<file path="config.mk">
export PLATFORM = sky130hd
export DESIGN_NAME = core_arith_transfer_decode
export DESIGN_NICKNAME = d
export VERILOG_FILES = /design/src/common/core_decode_pkg.sv /design/src/logic/core_arith_transfer_decode.sv /design/src/logic/operand_len.sv /design/src/logic/exec_timer.sv
export SDC_FILE = /design/constraint.sdc
export NUM_CORES = 1
export LEC_CHECK = 0
export ABC_AREA = 1
export CORE_UTILIZATION = 50
export DETAILED_ROUTE_END_ITERATION = 10
export DONT_BUFFER_PORTS = 1
export PLACE_DENSITY_LB_ADDON = 0.12
export REMOVE_ABC_BUFFERS = 1
export SLEW_MARGIN = 20
export SYNTH_ARGS = -nofsm -noshare
export SYNTH_HDL_FRONTEND = slang
export SYNTH_SLANG_ARGS = --single-unit
</file>
<file path="constraint.sdc">
create_clock -name sys_clk -period 2.37 [get_ports sys_clk]
set_clock_uncertainty 0.05 [all_clocks]
set_input_delay 0.237 -clock sys_clk [delete_from_list [all_inputs] [get_ports sys_clk]]
set_output_delay 0.237 -clock sys_clk [all_outputs]
set_load 0.1 [all_outputs]
</file>
<file path="src/common/core_decode_pkg.sv">
/*
  Shared constants and carrier types for the arithmetic and transfer opcode decoder.
  Assumes that the core clock drives all users and that each core clock is one sys_clk cycle.
*/
package core_decode_pkg;

  localparam int CLK_W = 12;

  // Whole opcodes.
  localparam logic [7:0] OPC_LEA   = 8'h8d;
  localparam logic [7:0] OPC_LDS   = 8'hc5;
  localparam logic [7:0] OPC_LES   = 8'hc4;
  localparam logic [7:0] OPC_ENTER = 8'hc8;
  localparam logic [7:0] OPC_LEAVE = 8'hc9;
  localparam logic [7:0] OPC_FLAGS_TO_HIGH_ACC  = 8'h9f;
  localparam logic [7:0] OPC_HIGH_ACC_TO_FLAGS  = 8'h9e;
  localparam logic [7:0] OPC_AAA   = 8'h37;
  localparam logic [7:0] OPC_DAA   = 8'h27;
  localparam logic [7:0] OPC_AAS   = 8'h3f;
  localparam logic [7:0] OPC_DAS   = 8'h2f;

  // Opcode bits 7:2 for the forms that carry d/w or s/w in bits 1:0.
  localparam logic [5:0] TOP6_ADD_RM   = 6'h00;
  localparam logic [5:0] TOP6_ADC_RM   = 6'h04;
  localparam logic [5:0] TOP6_SBB_RM   = 6'h06;
  localparam logic [5:0] TOP6_SUB_RM   = 6'h0a;
  localparam logic [5:0] TOP6_CMP_RM   = 6'h0e;
  localparam logic [5:0] TOP6_IMM_GRP  = 6'h20;
  localparam logic [5:0] TOP6_SIGNED_PRODUCT_IMM = 6'h1a;

  // Opcode bits 7:1 for the forms that carry only w in bit 0.
  localparam logic [6:0] TOP7_ADD_ACC = 7'h02;
  localparam logic [6:0] TOP7_ADC_ACC = 7'h0a;
  localparam logic [6:0] TOP7_CMP_ACC = 7'h1e;
  localparam logic [6:0] TOP7_MUL_GRP = 7'h7b;

  // Operand byte fields.
  localparam logic [1:0] MOD_NODISP = 2'h0;
  localparam logic [1:0] MOD_DISP8  = 2'h1;
  localparam logic [1:0] MOD_DISP16 = 2'h2;
  localparam logic [1:0] MOD_REG    = 2'h3;
  localparam logic [2:0] RM_DIRECT  = 3'h6;
  localparam logic [1:0] SW_WORD_TWO_BYTES = 2'h1;
  localparam logic [1:0] SW_SIGN_EXT       = 2'h3;

  // Middle field of the immediate and multiply groups.
  localparam logic [2:0] GRP_ADD  = 3'h0;
  localparam logic [2:0] GRP_ADC  = 3'h2;
  localparam logic [2:0] GRP_SBB  = 3'h3;
  localparam logic [2:0] GRP_SUB  = 3'h5;
  localparam logic [2:0] GRP_CMP  = 3'h7;
  localparam logic [2:0] GRP_MUL  = 3'h4;
  localparam logic [2:0] GRP_SIGNED_PRODUCT = 3'h5;

  // Execution clock counts.
  localparam logic [CLK_W-1:0] CLK_INVALID   = 12'h001;
  localparam logic [CLK_W-1:0] CLK_LEA       = 12'h006;
  localparam logic [CLK_W-1:0] CLK_PTR       = 12'h012;
  localparam logic [CLK_W-1:0] CLK_ENTER_L0  = 12'h00f;
  localparam logic [CLK_W-1:0] CLK_ENTER_L1  = 12'h019;
  localparam logic [CLK_W-1:0] CLK_ENTER_BASE = 12'h016;
  localparam logic [CLK_W-1:0] CLK_LEAVE     = 12'h008;
  localparam logic [CLK_W-1:0] CLK_FLAGS_TO_HIGH_ACC      = 12'h002;
  localparam logic [CLK_W-1:0] CLK_HIGH_ACC_TO_FLAGS      = 12'h003;
  localparam logic [CLK_W-1:0] CLK_AAA       = 12'h008;
  localparam logic [CLK_W-1:0] CLK_DAA       = 12'h004;
  localparam logic [CLK_W-1:0] CLK_AAS       = 12'h007;
  localparam logic [CLK_W-1:0] CLK_DAS       = 12'h004;
  localparam logic [CLK_W-1:0] CLK_RM_REG    = 12'h003;
  localparam logic [CLK_W-1:0] CLK_RM_MEM    = 12'h00a;
  localparam logic [CLK_W-1:0] CLK_IMM_REG   = 12'h004;
  localparam logic [CLK_W-1:0] CLK_IMM_MEM   = 12'h010;
  localparam logic [CLK_W-1:0] CLK_ACC_BYTE  = 12'h003;
  localparam logic [CLK_W-1:0] CLK_ACC_WORD  = 12'h004;
  localparam logic [CLK_W-1:0] CLK_MUL_RB    = 12'h01c;
  localparam logic [CLK_W-1:0] CLK_MUL_RW    = 12'h025;
  localparam logic [CLK_W-1:0] CLK_MUL_MB    = 12'h022;
  localparam logic [CLK_W-1:0] CLK_MUL_MW    = 12'h02b;
  localparam logic [CLK_W-1:0] CLK_IMULI_REG = 12'h019;
  localparam logic [CLK_W-1:0] CLK_IMULI_MEM = 12'h020;

  typedef enum logic [4:0] {
    OP_NONE, OP_LEA, OP_LDS, OP_LES, OP_ENTER, OP_LEAVE, OP_FLAGS_TO_HIGH_ACC, OP_HIGH_ACC_TO_FLAGS,
    OP_ADD, OP_ADC, OP_SUB, OP_SBB, OP_CMP, OP_AAA, OP_DAA, OP_AAS, OP_DAS,
    OP_MUL_GRP, OP_MUL, OP_SIGNED_PRODUCT, OP_SIGNED_PRODUCT_IMM
  } op_type;

  typedef enum logic [1:0] {
    FORM_FIXED, FORM_RM, FORM_IMM_RM, FORM_IMM_ACC
  } form_type;

  typedef struct packed {
    logic       known;
    op_type     op;
    form_type   form;
    logic       has_modrm;
    logic [1:0] imm_bytes;
  } opc_info_type;

  typedef struct packed {
    op_type           op;
    form_type         form;
    logic             word;
    logic             mem_op;
    logic [2:0]       reg_fld;
    logic [2:0]       rm_fld;
    logic [15:0]      disp;
    logic [15:0]      imm;
    logic [7:0]       level;
    logic [CLK_W-1:0] clocks;
    logic             invalid;
  } decode_result_type;

endpackage

</file>
<file path="src/logic/core_arith_transfer_decode.sv">
/*
  Opcode decoder and execution timing for the pointer-load, frame, flag-transfer,
  add, subtract, compare, adjust and multiply instructions of a 16-bit core.
  Assumes instruction bytes arrive in order from the prefetch path under valid/ready.
*/
// Notes on behaviour
// - Slash timings give register count first, memory count second; accumulator forms give byte, then word.
// - Opcode 8D with operand byte decodes as load_effective_offset, 6 clocks.
// - Opcodes C5/C4 load far pointer, 18 clocks; register form is invalid.
// - Opcode C8 builds frame: 15, 25, or 22+16(n-1) clocks by level.
// - Opcode C9 tears down the frame in 8 clocks.
// - Opcode 9F takes 2 clocks, opcode 9E takes 3 clocks.
// - Two-operand register/memory arithmetic takes 3 clocks register, 10 memory.
// - Group 100000sw picks operation by middle field; two data bytes when sw=01.
// - Opcode 0000010w adds immediate to accumulator; 3 clocks byte, 4 word.
// - add_with_carry uses 000100dw, group field 010, and 0001010w.
// - Opcode 37 is ascii_sum_adjust, 8 clocks.
// - Opcode 27 is bcd_sum_adjust, 4 clocks.
// - minus_op uses 001010dw and group field 101; immediate 4 or 16 clocks.
// - borrow_minus_op uses 000110dw and group field 011, same timings.
// - compare_op register forms 0011101w/0011100w take 3 or 10 clocks.
// - compare_op group field 111 takes 3/10; accumulator 0011110w takes 3/4.
// - Opcode 3F is ascii_minus_adjust, 7 clocks.
// - Opcode 2F is bcd_minus_adjust, 4 clocks.
// - unsigned_product is 1111011w field 100 with its four timing ranges.
// - signed_product is 1111011w field 101 with its four timing ranges.
// - Opcode 011010s1 multiplies by immediate; second byte when s=0; 25/32 clocks.
// - A mod 01 displacement byte is sign-extended to 16 bits.
`timescale 1ns/100ps
module core_arith_transfer_decode
  import core_decode_pkg::*;
(
  // Clock and reset.
  input  wire logic        sys_clk,
  input  wire logic        sys_rst,
  // Instruction byte stream.
  input  wire logic        byte_valid,
  input  wire logic [7:0]  byte_data,
  output logic             byte_ready,
  // Decode result.
  output logic             dec_valid,
  output decode_result_type dec_result,
  // Execution timing.
  output logic             exec_busy,
  output logic             exec_done
);

  typedef enum logic [2:0] {
    ST_OPC     = 3'h0,
    ST_MODRM   = 3'h1,
    ST_DISP    = 3'h3,
    ST_DATA    = 3'h2,
    ST_RESOLVE = 3'h6,
    ST_EXEC    = 3'h7
  } state_type;

  state_type         state_ff, nxt_state;
  logic [7:0]        opc_ff, nxt_opc;
  logic [7:0]        modrm_ff, nxt_modrm;
  logic [15:0]       disp_ff, nxt_disp;
  logic [23:0]       imm_ff, nxt_imm;
  logic [1:0]        idx_ff, nxt_idx;
  opc_info_type      info_ff, nxt_info;
  decode_result_type res_ff, nxt_res;
  logic              valid_ff, nxt_valid;
  logic [7:0]        len_src;
  logic [1:0]        disp_bytes;
  logic              mem_op;
  logic              take;
  logic              timer_start;
  opc_info_type      cur_info;

  function automatic opc_info_type classify(input logic [7:0] opc);
    opc_info_type i;
    i = '{known: 1'b1, op: OP_NONE, form: FORM_FIXED, has_modrm: 1'b0, imm_bytes: 2'h0};
    if (opc == OPC_LEA) begin
      i.op = OP_LEA;
      i.has_modrm = 1'b1;
    end else if (opc == OPC_LDS || opc == OPC_LES) begin
      i.op = (opc == OPC_LDS) ? OP_LDS : OP_LES;
      i.has_modrm = 1'b1;
    // frame size word then level byte.
    end else if (opc == OPC_ENTER) begin
      i.op = OP_ENTER;
      i.imm_bytes = 2'h3;
    end else if (opc == OPC_LEAVE) begin
      i.op = OP_LEAVE;
    end else if (opc == OPC_FLAGS_TO_HIGH_ACC) begin
      i.op = OP_FLAGS_TO_HIGH_ACC;
    end else if (opc == OPC_HIGH_ACC_TO_FLAGS) begin
      i.op = OP_HIGH_ACC_TO_FLAGS;
    end else if (opc == OPC_AAA) begin
      i.op = OP_AAA;
    end else if (opc == OPC_DAA) begin
      i.op = OP_DAA;
    end else if (opc == OPC_AAS) begin
      i.op = OP_AAS;
    end else if (opc == OPC_DAS) begin
      i.op = OP_DAS;
    end else if (opc[7:2] == TOP6_ADD_RM || opc[7:2] == TOP6_ADC_RM ||
                 opc[7:2] == TOP6_SUB_RM || opc[7:2] == TOP6_SBB_RM ||
                 opc[7:2] == TOP6_CMP_RM) begin
      i.form = FORM_RM;
      i.has_modrm = 1'b1;
      case (opc[7:2])
        TOP6_ADD_RM: i.op = OP_ADD;
        TOP6_ADC_RM: i.op = OP_ADC;
        TOP6_SUB_RM: i.op = OP_SUB;
        TOP6_SBB_RM: i.op = OP_SBB;
        default:     i.op = OP_CMP;
      endcase
    // immediate group, operation chosen later by the middle field.
    end else if (opc[7:2] == TOP6_IMM_GRP) begin
      i.form = FORM_IMM_RM;
      i.has_modrm = 1'b1;
      i.imm_bytes = (opc[1:0] == SW_WORD_TWO_BYTES) ? 2'h2 : 2'h1;
    end else if (opc[7:1] == TOP7_ADD_ACC || opc[7:1] == TOP7_ADC_ACC ||
                 opc[7:1] == TOP7_CMP_ACC) begin
      i.form = FORM_IMM_ACC;
      i.imm_bytes = opc[0] ? 2'h2 : 2'h1;
      i.op = (opc[7:1] == TOP7_ADD_ACC) ? OP_ADD :
             (opc[7:1] == TOP7_ADC_ACC) ? OP_ADC : OP_CMP;
    end else if (opc[7:1] == TOP7_MUL_GRP) begin
      i.op = OP_MUL_GRP;
      i.has_modrm = 1'b1;
    // second data byte only when s is clear.
    end else if (opc[7:2] == TOP6_SIGNED_PRODUCT_IMM && opc[0]) begin
      i.op = OP_SIGNED_PRODUCT_IMM;
      i.has_modrm = 1'b1;
      i.imm_bytes = opc[1] ? 2'h1 : 2'h2;
    end else begin
      i.known = 1'b0;
    end
    return i;
  endfunction

  assign cur_info = classify(byte_data);
  assign len_src  = (state_ff == ST_MODRM) ? byte_data : modrm_ff;
  assign take     = byte_valid && byte_ready;

  operand_len u_operand_len (
    .modrm      (len_src),
    .disp_bytes (disp_bytes),
    .mem_op     (mem_op)
  );

  always_comb begin
    nxt_state = state_ff;
    nxt_opc   = opc_ff;
    nxt_modrm = modrm_ff;
    nxt_disp  = disp_ff;
    nxt_imm   = imm_ff;
    nxt_idx   = idx_ff;
    nxt_info  = info_ff;
    case (state_ff)
      ST_OPC: if (take) begin
        nxt_opc   = byte_data;
        nxt_info  = cur_info;
        nxt_modrm = 8'hc0;
        nxt_disp  = 16'h0000;
        nxt_imm   = 24'h00_0000;
        nxt_idx   = 2'h0;
        nxt_state = (!cur_info.known || !(cur_info.has_modrm || cur_info.imm_bytes != 2'h0)) ?
                    ST_RESOLVE : (cur_info.has_modrm ? ST_MODRM : ST_DATA);
      end
      ST_MODRM: if (take) begin
        nxt_modrm = byte_data;
        nxt_state = (disp_bytes != 2'h0) ? ST_DISP :
                    (info_ff.imm_bytes != 2'h0) ? ST_DATA : ST_RESOLVE;
      end
      ST_DISP: if (take) begin
        nxt_disp[8*idx_ff[0] +: 8] = byte_data;
        nxt_idx = idx_ff + 2'h1;
        if (idx_ff + 2'h1 == disp_bytes) begin
          nxt_idx   = 2'h0;
          nxt_state = (info_ff.imm_bytes != 2'h0) ? ST_DATA : ST_RESOLVE;
        end
      end
      ST_DATA: if (take) begin
        nxt_imm[8*idx_ff +: 8] = byte_data;
        nxt_idx = idx_ff + 2'h1;
        if (idx_ff + 2'h1 == info_ff.imm_bytes) begin
          nxt_state = ST_RESOLVE;
        end
      end
      ST_RESOLVE: nxt_state = ST_EXEC;
      ST_EXEC:    if (exec_done) nxt_state = ST_OPC;
      default:    nxt_state = ST_OPC;
    endcase
  end

  always_ff @(posedge sys_clk) begin
    if (sys_rst) begin
      state_ff <= ST_OPC;
      opc_ff   <= 8'h00;
      modrm_ff <= 8'h00;
      disp_ff  <= 16'h0000;
      imm_ff   <= 24'h00_0000;
      idx_ff   <= 2'h0;
      info_ff  <= '0;
    end else begin
      state_ff <= nxt_state;
      opc_ff   <= nxt_opc;
      modrm_ff <= nxt_modrm;
      disp_ff  <= nxt_disp;
      imm_ff   <= nxt_imm;
      idx_ff   <= nxt_idx;
      info_ff  <= nxt_info;
    end
  end

  // Result and clock count built once all bytes are held.
  always_comb begin
    nxt_res   = res_ff;
    nxt_valid = 1'b0;
    if (state_ff == ST_RESOLVE) begin
      nxt_valid       = 1'b1;
      nxt_res.op      = info_ff.op;
      nxt_res.form    = info_ff.form;
      nxt_res.word    = (info_ff.form == FORM_FIXED) ? 1'b1 : opc_ff[0];
      nxt_res.mem_op  = info_ff.has_modrm && mem_op;
      nxt_res.reg_fld = modrm_ff[5:3];
      nxt_res.rm_fld  = modrm_ff[2:0];
      nxt_res.level   = 8'h00;
      nxt_res.invalid = !info_ff.known;
      if (info_ff.op == OP_MUL_GRP) begin
        nxt_res.word = opc_ff[0];
      end
      nxt_res.disp = (modrm_ff[7:6] == MOD_DISP8) ? {{8{disp_ff[7]}}, disp_ff[7:0]} : disp_ff;
      nxt_res.imm  = nxt_res.word ? imm_ff[15:0] : {8'h00, imm_ff[7:0]};
      if ((info_ff.form == FORM_IMM_RM && opc_ff[1:0] == SW_SIGN_EXT) ||
          (info_ff.op == OP_SIGNED_PRODUCT_IMM && opc_ff[1])) begin
        nxt_res.imm = {{8{imm_ff[7]}}, imm_ff[7:0]};
      end
      if (info_ff.form == FORM_IMM_RM) begin
        case (modrm_ff[5:3])
          GRP_ADD: nxt_res.op = OP_ADD;
          GRP_ADC: nxt_res.op = OP_ADC;
          GRP_SUB: nxt_res.op = OP_SUB;
          GRP_SBB: nxt_res.op = OP_SBB;
          GRP_CMP: nxt_res.op = OP_CMP;
          default: nxt_res.invalid = 1'b1;
        endcase
      end
      if (info_ff.op == OP_MUL_GRP) begin
        case (modrm_ff[5:3])
          GRP_MUL:  nxt_res.op = OP_MUL;
          GRP_SIGNED_PRODUCT: nxt_res.op = OP_SIGNED_PRODUCT;
          default:  nxt_res.invalid = 1'b1;
        endcase
      end
      if (info_ff.op == OP_ENTER) begin
        nxt_res.level = imm_ff[23:16];
      end
      // far pointer from a register is reserved.
      if ((info_ff.op == OP_LDS || info_ff.op == OP_LES) && !mem_op) begin
        nxt_res.invalid = 1'b1;
      end
      // accumulator and group multiply forms pick byte and word counts; other forms share one.
      case (nxt_res.op)
        OP_LEA:   nxt_res.clocks = CLK_LEA;
        OP_LDS, OP_LES: nxt_res.clocks = CLK_PTR;
        // frame build timing by nesting level.
        OP_ENTER: nxt_res.clocks = (nxt_res.level == 8'h00) ? CLK_ENTER_L0 :
                                   (nxt_res.level == 8'h01) ? CLK_ENTER_L1 :
                                   CLK_ENTER_BASE + {nxt_res.level - 8'h01, 4'h0};
        OP_LEAVE: nxt_res.clocks = CLK_LEAVE;
        OP_FLAGS_TO_HIGH_ACC:  nxt_res.clocks = CLK_FLAGS_TO_HIGH_ACC;
        OP_HIGH_ACC_TO_FLAGS:  nxt_res.clocks = CLK_HIGH_ACC_TO_FLAGS;
        OP_AAA:   nxt_res.clocks = CLK_AAA;
        OP_DAA:   nxt_res.clocks = CLK_DAA;
        OP_AAS:   nxt_res.clocks = CLK_AAS;
        OP_DAS:   nxt_res.clocks = CLK_DAS;
        // unsigned and signed product, worst case of each range.
        OP_MUL, OP_SIGNED_PRODUCT: nxt_res.clocks = nxt_res.mem_op ?
                                          (nxt_res.word ? CLK_MUL_MW : CLK_MUL_MB) :
                                          (nxt_res.word ? CLK_MUL_RW : CLK_MUL_RB);
        OP_SIGNED_PRODUCT_IMM: nxt_res.clocks = nxt_res.mem_op ? CLK_IMULI_MEM : CLK_IMULI_REG;
        default: begin
          if (info_ff.form == FORM_IMM_ACC) begin
            nxt_res.clocks = nxt_res.word ? CLK_ACC_WORD : CLK_ACC_BYTE;
          end else if (info_ff.form == FORM_IMM_RM && nxt_res.op != OP_CMP) begin
            nxt_res.clocks = nxt_res.mem_op ? CLK_IMM_MEM : CLK_IMM_REG;
          end else begin
            nxt_res.clocks = nxt_res.mem_op ? CLK_RM_MEM : CLK_RM_REG;
          end
        end
      endcase
      if (nxt_res.invalid) begin
        nxt_res.op     = OP_NONE;
        nxt_res.clocks = CLK_INVALID;
      end
    end
  end

  always_ff @(posedge sys_clk) begin
    if (sys_rst) begin
      res_ff   <= '0;
      valid_ff <= 1'b0;
    end else begin
      res_ff   <= nxt_res;
      valid_ff <= nxt_valid;
    end
  end

  assign timer_start = (state_ff == ST_RESOLVE);

  exec_timer #(
    .CNT_W (CLK_W)
  ) u_exec_timer (
    .sys_clk (sys_clk),
    .sys_rst (sys_rst),
    .start   (timer_start),
    .length  (nxt_res.clocks),
    .busy    (exec_busy),
    .done    (exec_done)
  );

  assign byte_ready = (state_ff == ST_OPC) || (state_ff == ST_MODRM) ||
                      (state_ff == ST_DISP) || (state_ff == ST_DATA);
  assign dec_valid  = valid_ff;
  assign dec_result = res_ff;
endmodule // core_arith_transfer_decode

</file>
<file path="src/logic/operand_len.sv">
/*
  Operand byte length logic: displacement byte count and memory flag from mod and r/m.
  Assumes a purely combinational use by the decoder.
*/
`timescale 1ns/100ps
module operand_len
  import core_decode_pkg::*;
(
  // Operand byte.
  input  wire logic [7:0] modrm,
  // Results.
  output logic [1:0]      disp_bytes,
  output logic            mem_op
);

  always_comb begin
    mem_op     = (modrm[7:6] != MOD_REG);
    disp_bytes = 2'h0;
    case (modrm[7:6])
      MOD_NODISP: disp_bytes = (modrm[2:0] == RM_DIRECT) ? 2'h2 : 2'h0;
      MOD_DISP8:  disp_bytes = 2'h1;
      MOD_DISP16: disp_bytes = 2'h2;
      default:    disp_bytes = 2'h0;
    endcase
  end

endmodule // operand_len

</file>
<file path="src/logic/exec_timer.sv">
/*
  Execution clock timer: holds busy for the loaded number of cycles, pulsing done in the last of them.
  Assumes start only arrives while idle and a count of at least one.
*/
`timescale 1ns/100ps
module exec_timer #(
  parameter int CNT_W = 12
) (
  // Clock and reset.
  input  wire logic             sys_clk,
  input  wire logic             sys_rst,
  // Control.
  input  wire logic             start,
  input  wire logic [CNT_W-1:0] length,
  // Status.
  output logic                  busy,
  output logic                  done
);

  logic [CNT_W-1:0] cnt_ff;
  logic [CNT_W-1:0] nxt_cnt;

  // Counts below 12 bits cannot hold the longest frame build time.
  if (CNT_W < 12) begin : g_width_check
    $error("exec_timer needs at least 12 count bits");
  end

  always_comb begin
    nxt_cnt = cnt_ff;
    if (start) begin
      nxt_cnt = length;
    end else if (cnt_ff != '0) begin
      nxt_cnt = cnt_ff - CNT_W'(1);
    end
  end

  always_ff @(posedge sys_clk) begin
    if (sys_rst) begin
      cnt_ff <= '0;
    end else begin
      cnt_ff <= nxt_cnt;
    end
  end

  assign busy = (cnt_ff != '0);
  assign done = (cnt_ff == CNT_W'(1));
endmodule // exec_timer

</file>
==> results of run 1 <==
[state kept, by name, summed over array words and instances, names as in the netlist]
register and flops:
dec_result 68, dec_valid 1, disp_ff 16, idx_ff 2
imm_ff 24, info_ff 11, modrm_ff 8, opc_ff 2
state_ff 3, u_exec_timer.cnt_ff 12
[worst max-delay path, cell delays in order (launching register included)]
cell	delay, ns
dfxtp_1	0.38
nor2_2	0.16
nand2_2	0.14
o21ai_2	0.24
nand2_1	0.11
nand2_2	0.16
buf_4	0.14
nand4_1	0.19
o21ai_1	0.22
nor2_1	0.06
nand2_1	0.07
nand3_1	0.08
a21oi_1	0.14
[how the worst max path moves through the flow]
stage / startpoint / to / slack, ns / depth (start not counted)
final: state_ff[1] / u_exec_timer.cnt_ff[4] / 0.14 / 12
after global routing: modrm_ff[5] / dec_result[3] / -0.008 / 14
after CTS: state_ff[1] / u_exec_timer.cnt_ff[4] / 0.12 / 12
after detailed placement: info_ff[7] / u_exec_timer.cnt_ff[9] / 0.15 / 13
after global placement: state_ff[1] / u_exec_timer.cnt_ff[4] / 0.12 / 12
after floorplan: state_ff[1] / dec_result[29] / -1.38 / 7
[stage by stage]
| stage | total power [mW] | instance area (um^2) |
|---|---|---|
| 4_1_cts | 9.36 | 8990 |
| 6_report | 9.36 | 9000 |
| 5_1_grt | 9.89 | 9000 |
| 2_1_floorplan | 5.73 | 7280 |
| 3_3_place_gp | 6.64 | 8330 |
| 3_5_place_dp | 6.67 | 8330 |
[kinds of logic (layout without fill, tap and decap cells)]
kind of cell / Yosys count / after routing
AO/OA/AOI/OAI: 258 / 258
buffers and inverters: 162 / 264
flip-flops: 147 / 147
AND/OR/NAND/NOR: 499 / 499
XOR/XNOR: 7 / 7
adder cells (fa/ha/maj): 10 / 10
[final cells by class]
type,count,area (um^2)
Fill cell,1407,5530
Multi-Input combinational cell,774,3900
Sequential cell,147,2940
Timing Repair Buffer,111,890
Inverter,121,454
Clock buffer,19,443
Tap cell,184,230
Clock inverter,13,138
[metal layers]
layer | global-route usage [%] | share of wire (%) | vias up
met5 | 0 | 0 | -
li1 | - | - | 3759
met3 | 6.32 | 5.0 | 48
met1 | 35.1 | 45 | 3393
met4 | 15.6 | 3.6 | 0
met2 | 47.4 | 47 | 210
[cells in the mapped netlist, types with 7 or more instances]
cell      count
nor4_1        9
dfxtp_1     147
o21ai_0      87
nand4_1      17
a21oi_1     124
nand3b_1     10
o21ai_1       8
nor3_1       17
clkbuf_1     34
nand3_1      55
inv_2        14
a31oi_1      11
nor2_1      121
ha_1         10
nand2_2      15
nor2_2        7
inv_1       103
nand2_1     224
[power by group through the flow]
stage / Combinational, mW / Sequential (mW) / Clock [mW]
after global placement: 3.55 / 3.09 / 0
after detailed placement: 3.56 / 3.10 / 0
after global routing: 3.99 / 3.09 / 2.81
after floorplan: 1.76 / 3.97 / 0
after CTS: 3.62 / 3.05 / 2.69
final: 3.64 / 3.06 / 2.67
[timing repair]
item	CTS	global route
buffers inserted	0	0
endpoints found under the hold margin	75	0
resized for setup	0	6
hold buffers	6	0
endpoints found under the setup margin	0	15
==> results_dict.tcl, run 1 <==
set metrics [dict create \
    die_h_um 124 \
    via_count 7410 \
    first_global_vias 6941 \
    synth_seq_area_share_pct 39.5 \
    wl_per_cell_um 15.4 \
    ant_nets 0 \
    cp.required_ns 2.67 \
    vdd_drop_max_mv 0.779 \
    ys_types 50 \
    root_buffer "clkbuf_16" \
    cts_tree "built" \
    die_w_um 124 \
    run_status "finished clean" \
    final_cell_mix "nand2_1 (222), dfxtp_1 (146), a21oi_1 (124)" \
    synth_fa_ha_area_share_pct 1.68 \
    min_to "disp_ff[12]" \
    synthFlopType "dfxtp_1" \
    drive_above_1_share_pct 17.2 \
    synth_cells 1083 \
    clkLatencyLatePin_ns 0.44 \
    synth_edf_count 0 \
    ys_warn_count 0 \
    tns_ns 0 \
    r2r-start "state_ff[1]" \
    async_flop_share_pct 0 \
    hold-path-cell-count 4 \
    p_seq_share_pct 32.6 \
    cts_buffer_depth 2 \
    regToRegEndpoint "u_exec_timer.cnt_ff[4]" \
    gp_congestion 0.934 \
    period_needed_ns 2.23 \
    slew_headroom_pct 54.4 \
    path_class "flop to flop" \
    power_frac_clock_pct 28.5 \
    max_freq_mhz 448 \
    syn-cell-area_um2 7440 \
    worstMarginPinSlew_ns 0.679 \
    p_per_area_nw_per_um2 1040 \
    drtPass1Iterations 6 \
    start_util_pct 51.2 \
    htreeDepth 4 \
    antenna_found_initial 0 \
    power_switching_mw 4.07 \
    numPortBuffers 0 \
    grt_max_degree 69 \
    start_kind "flop" \
    finalMaxSlewViolations 0 \
    internal-power_mw 5.29 \
    hp-class "input pin to flop" \
    core-area_um2 14500 \
    track_usage_pct 28.8 \
    timing.hold.ws_ns 0.00735 \
    synth_top_family_by_area "simple AND/OR/NAND/NOR gates" \
    dpl.hpwl_um 15100 \
    row_count 44 \
    drc 0 \
    area_growth_pct 20.9 \
    drv_cap 0 \
    synth_compound_area_share_pct 18.7 \
    die_area_um2 15400 \
    synth_top_area_share_pct 39.5 \
    cts_buffers 17 \
    reg2reg_setup_slack_ns 0.14 \
    path_clk_slew_ns 0.06 \
    vias_per_cell 5.41 \
    synthSimpleGateAreaFrac_pct 30.7 \
    p_leak_nw 4.04 \
    avgSynthCellArea_um2 6.87 \
    synth_largest_area_cell "dfxtp_1" \
    power_frac_comb_pct 38.8 \
    end_kind "flop" \
    final_nets 1193 \
    clock_sinks 147 \
    diodes 0 \
    grt_overflow 0 \
    final_cells 1369 \
    ioPinCount 83 \
    first_iter_violations 545 \
    p_sw_share_pct 43.4 \
    ys_ff_latch 147 \
    dpl_worst_slack_ns 0.153 \
    cp_max_fo 6 \
    rsz0062_at_grt "yes" \
    synth_mux_area_share_pct 0 \
    fin_crit_sh_pct 94.2 \
    wl_um 21100 \
    synth_xor_area_share_pct 1.08 \
    ys_top_cells_by_area "dfxtp_1 (40%), nand2_1 (11%), a21oi_1 (8.3%), nor2_1 (6.1%), o21ai_0 (5.8%)" \
    finalWorstSetupSlack_ns 0.137 \
    layout_commonest_cell "nand2_1" \
    post-place-cells 1331 \
    min_from "byte_data[4]" \
    reg2regPathDepth 12 \
    setup_violations 0 \
    cp.arrival_ns 2.54 \
    fin_util_pct 61.9 \
    grt_pass1_wl_um 33700 \
    hold_viol 0 \
]
(Power assumes the default switching activity.)
==> run 2: changes to the inputs <==
==> constraint.sdc (replaced) <==
create_clock -name sys_clk -period 1.95 [get_ports sys_clk]
set_clock_uncertainty 0.05 [all_clocks]
set_input_delay 0.0975 -clock sys_clk [delete_from_list [all_inputs] [get_ports sys_clk]]
set_output_delay 0.0975 -clock sys_clk [all_outputs]
set_load 0.1 [all_outputs]
==> results_dict.tcl, run 2 (same netlist as run 1, synthesis figures left out) <==
set metrics [dict create \
    fin_crit_sh_pct 105 \
    first_global_vias 7381 \
    area_growth_pct 38.3 \
    clock_sinks 147 \
    start_kind "flop" \
    cp_cell_sequence "buf_6 -> nor2_4 -> nand3_4 -> nand2_1 -> nor2_4 -> buf_6 -> nand4_1 -> buf_4 -> nand4_1 -> nand3_2 -> nand3_1 -> nand2_1 -> inv_1" \
    drive_above_1_share_pct 30.1 \
    path_class "flop to flop" \
    slowest_stage "dfxtp_1" \
    row_count 44 \
    start_util_pct 51.2 \
    cp_max_fo 6 \
    largest_reg_flops 68 \
    finalWorstSetupSlack_ns -0.105 \
    grt_overflow 0 \
    grt_pass1_wl_um 35500 \
    die_w_um 124 \
    wl_per_cell_um 15.5 \
    dpl_worst_slack_ns -0.158 \
    critical_path_buf_inv_count 4 \
    final_cell_mix "nand2_1 (198), buf_4 (180), dfxtp_1 (137)" \
    cts_tree "built" \
    reg2regPathDepth 13 \
    root_buffer "clkbuf_16" \
    htreeDepth 4 \
    ioPinCount 83 \
    rsz0062_at_grt "yes" \
    slowest_delay_ns 0.40 \
    final_nets 1288 \
    cp.arrival_ns 2.39 \
    first_iter_violations 545 \
    nFillCells 1234 \
    critPathTopFamily "simple AND/OR/NAND/NOR gates" \
    clkLatencyLatePin_ns 0.43 \
    setup_violations 18 \
    path_clk_slew_ns 0.07 \
    cts_buffer_depth 2 \
    power_switching_mw 5.18 \
    run_status "finished, violations left" \
    reg2reg_setup_slack_ns -0.10 \
    regToRegEndpoint "dec_result[4]" \
    cts_buffers 17 \
    slew_headroom_pct 64.0 \
    dpl.hpwl_um 15300 \
    antenna_found_initial 0 \
    critical_path.endpoint "dec_result[4]" \
    power_frac_clock_pct 28.7 \
    period_needed_ns 2.05 \
    p_sw_share_pct 41.6 \
    timing.hold.ws_ns -0.329 \
    vdd_drop_max_mv 0.710 \
    via_count 7955 \
    drc 0 \
    ant_nets 0 \
    wl_um 22700 \
    cp-startpoint "info_ff[6]" \
    numPortBuffers 0 \
    cp.depth 13 \
    layout_commonest_cell "nand2_1" \
    die_h_um 124 \
    p_per_area_nw_per_um2 1210 \
    cp.required_ns 2.28 \
    finalMaxSlewViolations 0 \
    power_frac_comb_pct 41.2 \
    internal-power_mw 7.28 \
    hp-class "input pin to flop" \
    fin_util_pct 70.8 \
    grt_max_degree 70 \
    p_seq_share_pct 30.2 \
    hold_viol 67 \
    max_freq_mhz 487 \
    vias_per_cell 5.43 \
    track_usage_pct 30.1 \
    diodes 0 \
    p_leak_nw 4.65 \
    drtPass1Iterations 6 \
    core-area_um2 14500 \
    r2r-start "info_ff[6]" \
    drv_cap 0 \
    end_kind "flop" \
    worstMarginPinSlew_ns 0.538 \
    violations "hold timing, setup timing" \
    die_area_um2 15400 \
    gp_congestion 0.960 \
]
run 2: cell types whose count changed in the layout (fill, tap and decap cells not counted), moves of 12 or more:
cell / change
inv_1: -12
nand2_1: -24
nand2_4: +17
nand3_1: -14
nand3_2: +13
buf_4: +77
nor2_1: -12
run 2: stage by stage:
stage / power, mW / TNS (ns) / cell area [um^2] / cells
finish: 12.5 / -1.24 / 10300 / 1464
global route: 13.1 / -3.64 / 10300 / 1464
CTS: 12.1 / -0.532 / 9940 / 1451
detailed placement: 8.37 / -2.12 / 8870 / 1400
global placement: 8.33 / -1.62 / 8870 / 1400
floorplan: 6.96 / -104.58 / 7280 / 1042
run 2: worst min-delay path by stage:
| stage | start | to | slack, ns | cells past startpoint |
|---|---|---|---|---|
| 4_1_cts | sys_rst | dec_result[7] | -0.33 | 1 |
| 3_3_place_gp | sys_rst | dec_result[7] | 0.12 | 1 |
| 2_1_floorplan | sys_rst | dec_result[10] | 0.12 | 1 |
| 5_1_grt | sys_rst | dec_result[7] | -0.34 | 1 |
| 6_report | sys_rst | dec_result[11] | -0.33 | 1 |
| 3_5_place_dp | sys_rst | dec_result[7] | 0.13 | 1 |
run 2: final cells by class:
class                   instances  area [um^2]  share of cell area, %
multi-input cells             774         4310                   41.8
flip-flops and latches        147         2960                   28.7
repair buffers                206         1680                   16.4
inverters                     121          477                   4.63
clock buffers                  18          439                   4.27
well taps                     184          230                   2.24
clock inverters                14          201                   1.96
run 2: per-layer routing:
metal	share of wire, %	up-vias	track usage [%]
li1	-	3955	-
met1	42	3665	36.1
met2	48	266	50.1
met3	5.5	69	6.04
met4	4.6	0	17.0
met5	0	-	0
run 2: power by group through the flow:
stage | registers (mW) | clock network [mW] | logic (mW)
2_1_floorplan | 4.82 | 0 | 2.14
3_3_place_gp | 3.77 | 0 | 4.56
3_5_place_dp | 3.78 | 0 | 4.60
4_1_cts | 3.72 | 3.60 | 4.78
5_1_grt | 3.81 | 3.75 | 5.57
6_report | 3.76 | 3.57 | 5.13
run 2: repair_timing:
action	4_1_cts	5_1_grt
hold buffers	12	1
gates cloned	0	1
pin swaps	35	24
gates resized for setup	72	72
setup buffers	7	11
setup endpoints to repair	21	49
hold endpoints to repair	93	68
run 2: worst register-to-register path, cell delays in order, from the launching register on:
cell and delay [ns]:
dfxtp_1 0.40, buf_6 0.15, nor2_4 0.05, nand3_4 0.11, nand2_1 0.11, nor2_4 0.23
buf_6 0.15, nand4_1 0.16, buf_4 0.20, nand4_1 0.11, nand3_2 0.11, nand3_1 0.09
nand2_1 0.05, inv_1 0.04
==> run 3: changes to the inputs <==
==> constraint.sdc (replaced) <==
create_clock -name sys_clk -period 1.95 [get_ports sys_clk]
set_clock_uncertainty 0.05 [all_clocks]
set_input_delay 0.2925 -clock sys_clk [delete_from_list [all_inputs] [get_ports sys_clk]]
set_output_delay 0.2925 -clock sys_clk [all_outputs]
set_load 0.1 [all_outputs]
==> results_dict.tcl, run 3 (same netlist as run 1, synthesis figures left out) <==
set metrics [dict create \
    run_status "finished, violations left" \
    violations "hold timing, setup timing" \
    die_w_um 124 \
    power_frac_comb_pct 40.5 \
    cts_buffers 17 \
    design_area_um2 10300 \
    reg2regPathDepth 13 \
    cts_buffer_depth 2 \
    hold_viol 65 \
    gp_congestion 0.981 \
    max_freq_mhz 485 \
    fin_util_pct 71.2 \
    first_iter_violations 489 \
    p_seq_share_pct 29.9 \
    power_frac_clock_pct 29.7 \
    grt_max_degree 70 \
    finalMaxSlewViolations 0 \
    r2r-start "modrm_ff[4]" \
    core-area_um2 14500 \
    end_kind "output pin" \
    clock_sinks 147 \
    area_growth_pct 39.0 \
    power_switching_mw 5.14 \
    drive_above_1_share_pct 31.0 \
    dpl_worst_slack_ns -0.172 \
    internal-power_mw 7.41 \
    hp-class "input pin to flop" \
    rsz0062_at_grt "yes" \
    path_class "flop to output pin" \
    p_leak_nw 4.69 \
    drc 0 \
    hold_buffers 6 \
    reg2reg_setup_slack_ns -0.11 \
    cp.arrival_ns 1.72 \
    vdd_drop_max_mv 0.759 \
    row_count 44 \
    drv_cap 0 \
    first_global_vias 7064 \
    cts_tree "built" \
    drtPass1Iterations 5 \
    vias_per_cell 5.44 \
    grt_overflow 0 \
    largest_reg_flops 68 \
    final_cell_mix "nand2_1 (195), buf_4 (174), dfxtp_1 (135)" \
    period_needed_ns 2.06 \
    clkLatencyLatePin_ns 0.43 \
    fin_crit_sh_pct 106 \
    start_util_pct 51.2 \
    wl_per_cell_um 15.8 \
    cp_max_fo 4 \
    ant_nets 0 \
    finalWorstSetupSlack_ns -0.113 \
    post-place-cells 1400 \
    worstMarginPinSlew_ns 0.610 \
    numPortBuffers 0 \
    p_sw_share_pct 41.0 \
    die_h_um 124 \
    root_buffer "clkbuf_16" \
    cp.required_ns 1.61 \
    placed_area_um2 8870 \
    slew_headroom_pct 59.1 \
    min_to "dec_result[10]" \
    htreeDepth 4 \
    path_clk_slew_ns 0.06 \
    via_count 7904 \
    final_nets 1276 \
    diodes 0 \
    total_power_mw 12.5 \
    grt_pass1_wl_um 34700 \
    dpl.hpwl_um 15600 \
    start_kind "flop" \
    antenna_found_initial 0 \
    p_per_area_nw_per_um2 1210 \
    timing.hold.ws_ns -0.125 \
    regToRegEndpoint "u_exec_timer.cnt_ff[3]" \
    wl_um 22900 \
    die_area_um2 15400 \
    min_from "sys_rst" \
    ioPinCount 83 \
    setup_violations 17 \
    tns_ns -1.16 \
    track_usage_pct 29.4 \
    final_cells 1452 \
    layout_commonest_cell "nand2_1" \
    hold-path-cell-count 1 \
]
-- run 3: cell types whose count changed in the layout (fill, tap and decap cells not counted), sizes merged --
cell / delta
dlygate4sd3: -7
clkinv: -1
bufinv: +1
clkinvlp: -3
clkbuf: +2
inv: +1
buf: -5
-- run 3: critical path, cell delays in order, from the launching register on --
cell,delay (ns)
dfxtp_2,0.33
inv_1,0.09
ha_2,0.20
nand2_2,0.08
nor2_2,0.14
inv_1,0.08
nor2_2,0.13
inv_2,0.07
buf_12,0.17
-- run 3: timing repair --
action | CTS | global route
endpoints found under the hold margin | 72 | 65
pin swaps | 24 | 34
buffers inserted | 3 | 11
gates resized for setup | 62 | 111
setup endpoints to repair | 22 | 68
-- run 3: worst max path at each step --
stage / start / endpoint / slack (ns) / cells past startpoint
after floorplan: state_ff[1] / dec_result[29] / -1.80 / 7
after global placement: modrm_ff[5] / u_exec_timer.cnt_ff[10] / -0.15 / 12
after detailed placement: info_ff[7] / u_exec_timer.cnt_ff[9] / -0.17 / 13
after CTS: info_ff[7] / u_exec_timer.cnt_ff[9] / -0.07 / 13
after global routing: modrm_ff[4] / dec_result[4] / -0.27 / 12
final: u_exec_timer.cnt_ff[0] / exec_busy / -0.11 / 8
-- run 3: final cells by class --
class	count	area [um^2]
multi-input cells	774	4430
fillers	1193	4190
flip-flops and latches	147	2960
repair buffers	194	1590
inverters	121	472
clock buffers	20	467
well taps	184	230
clock inverters	12	201
-- run 3: power by group through the flow --
stage / combinational, mW / clock (mW) / sequential, mW
floorplan: 2.14 / 0 / 4.82
finish: 5.08 / 3.72 / 3.75
global placement: 4.53 / 0 / 3.75
global route: 5.51 / 3.87 / 3.80
detailed placement: 4.58 / 0 / 3.76
CTS: 4.71 / 3.74 / 3.71
-- run 3: metal layers --
metal	global-route usage, %	up-vias	part of all wire (%)	wire [um]
met2	49.3	247	49	11200
met4	11.9	0	3.3	761
met3	6.50	60	5.3	1210
met5	0	-	0	0
li1	-	3928	-	-
met1	36.4	3669	42	9710
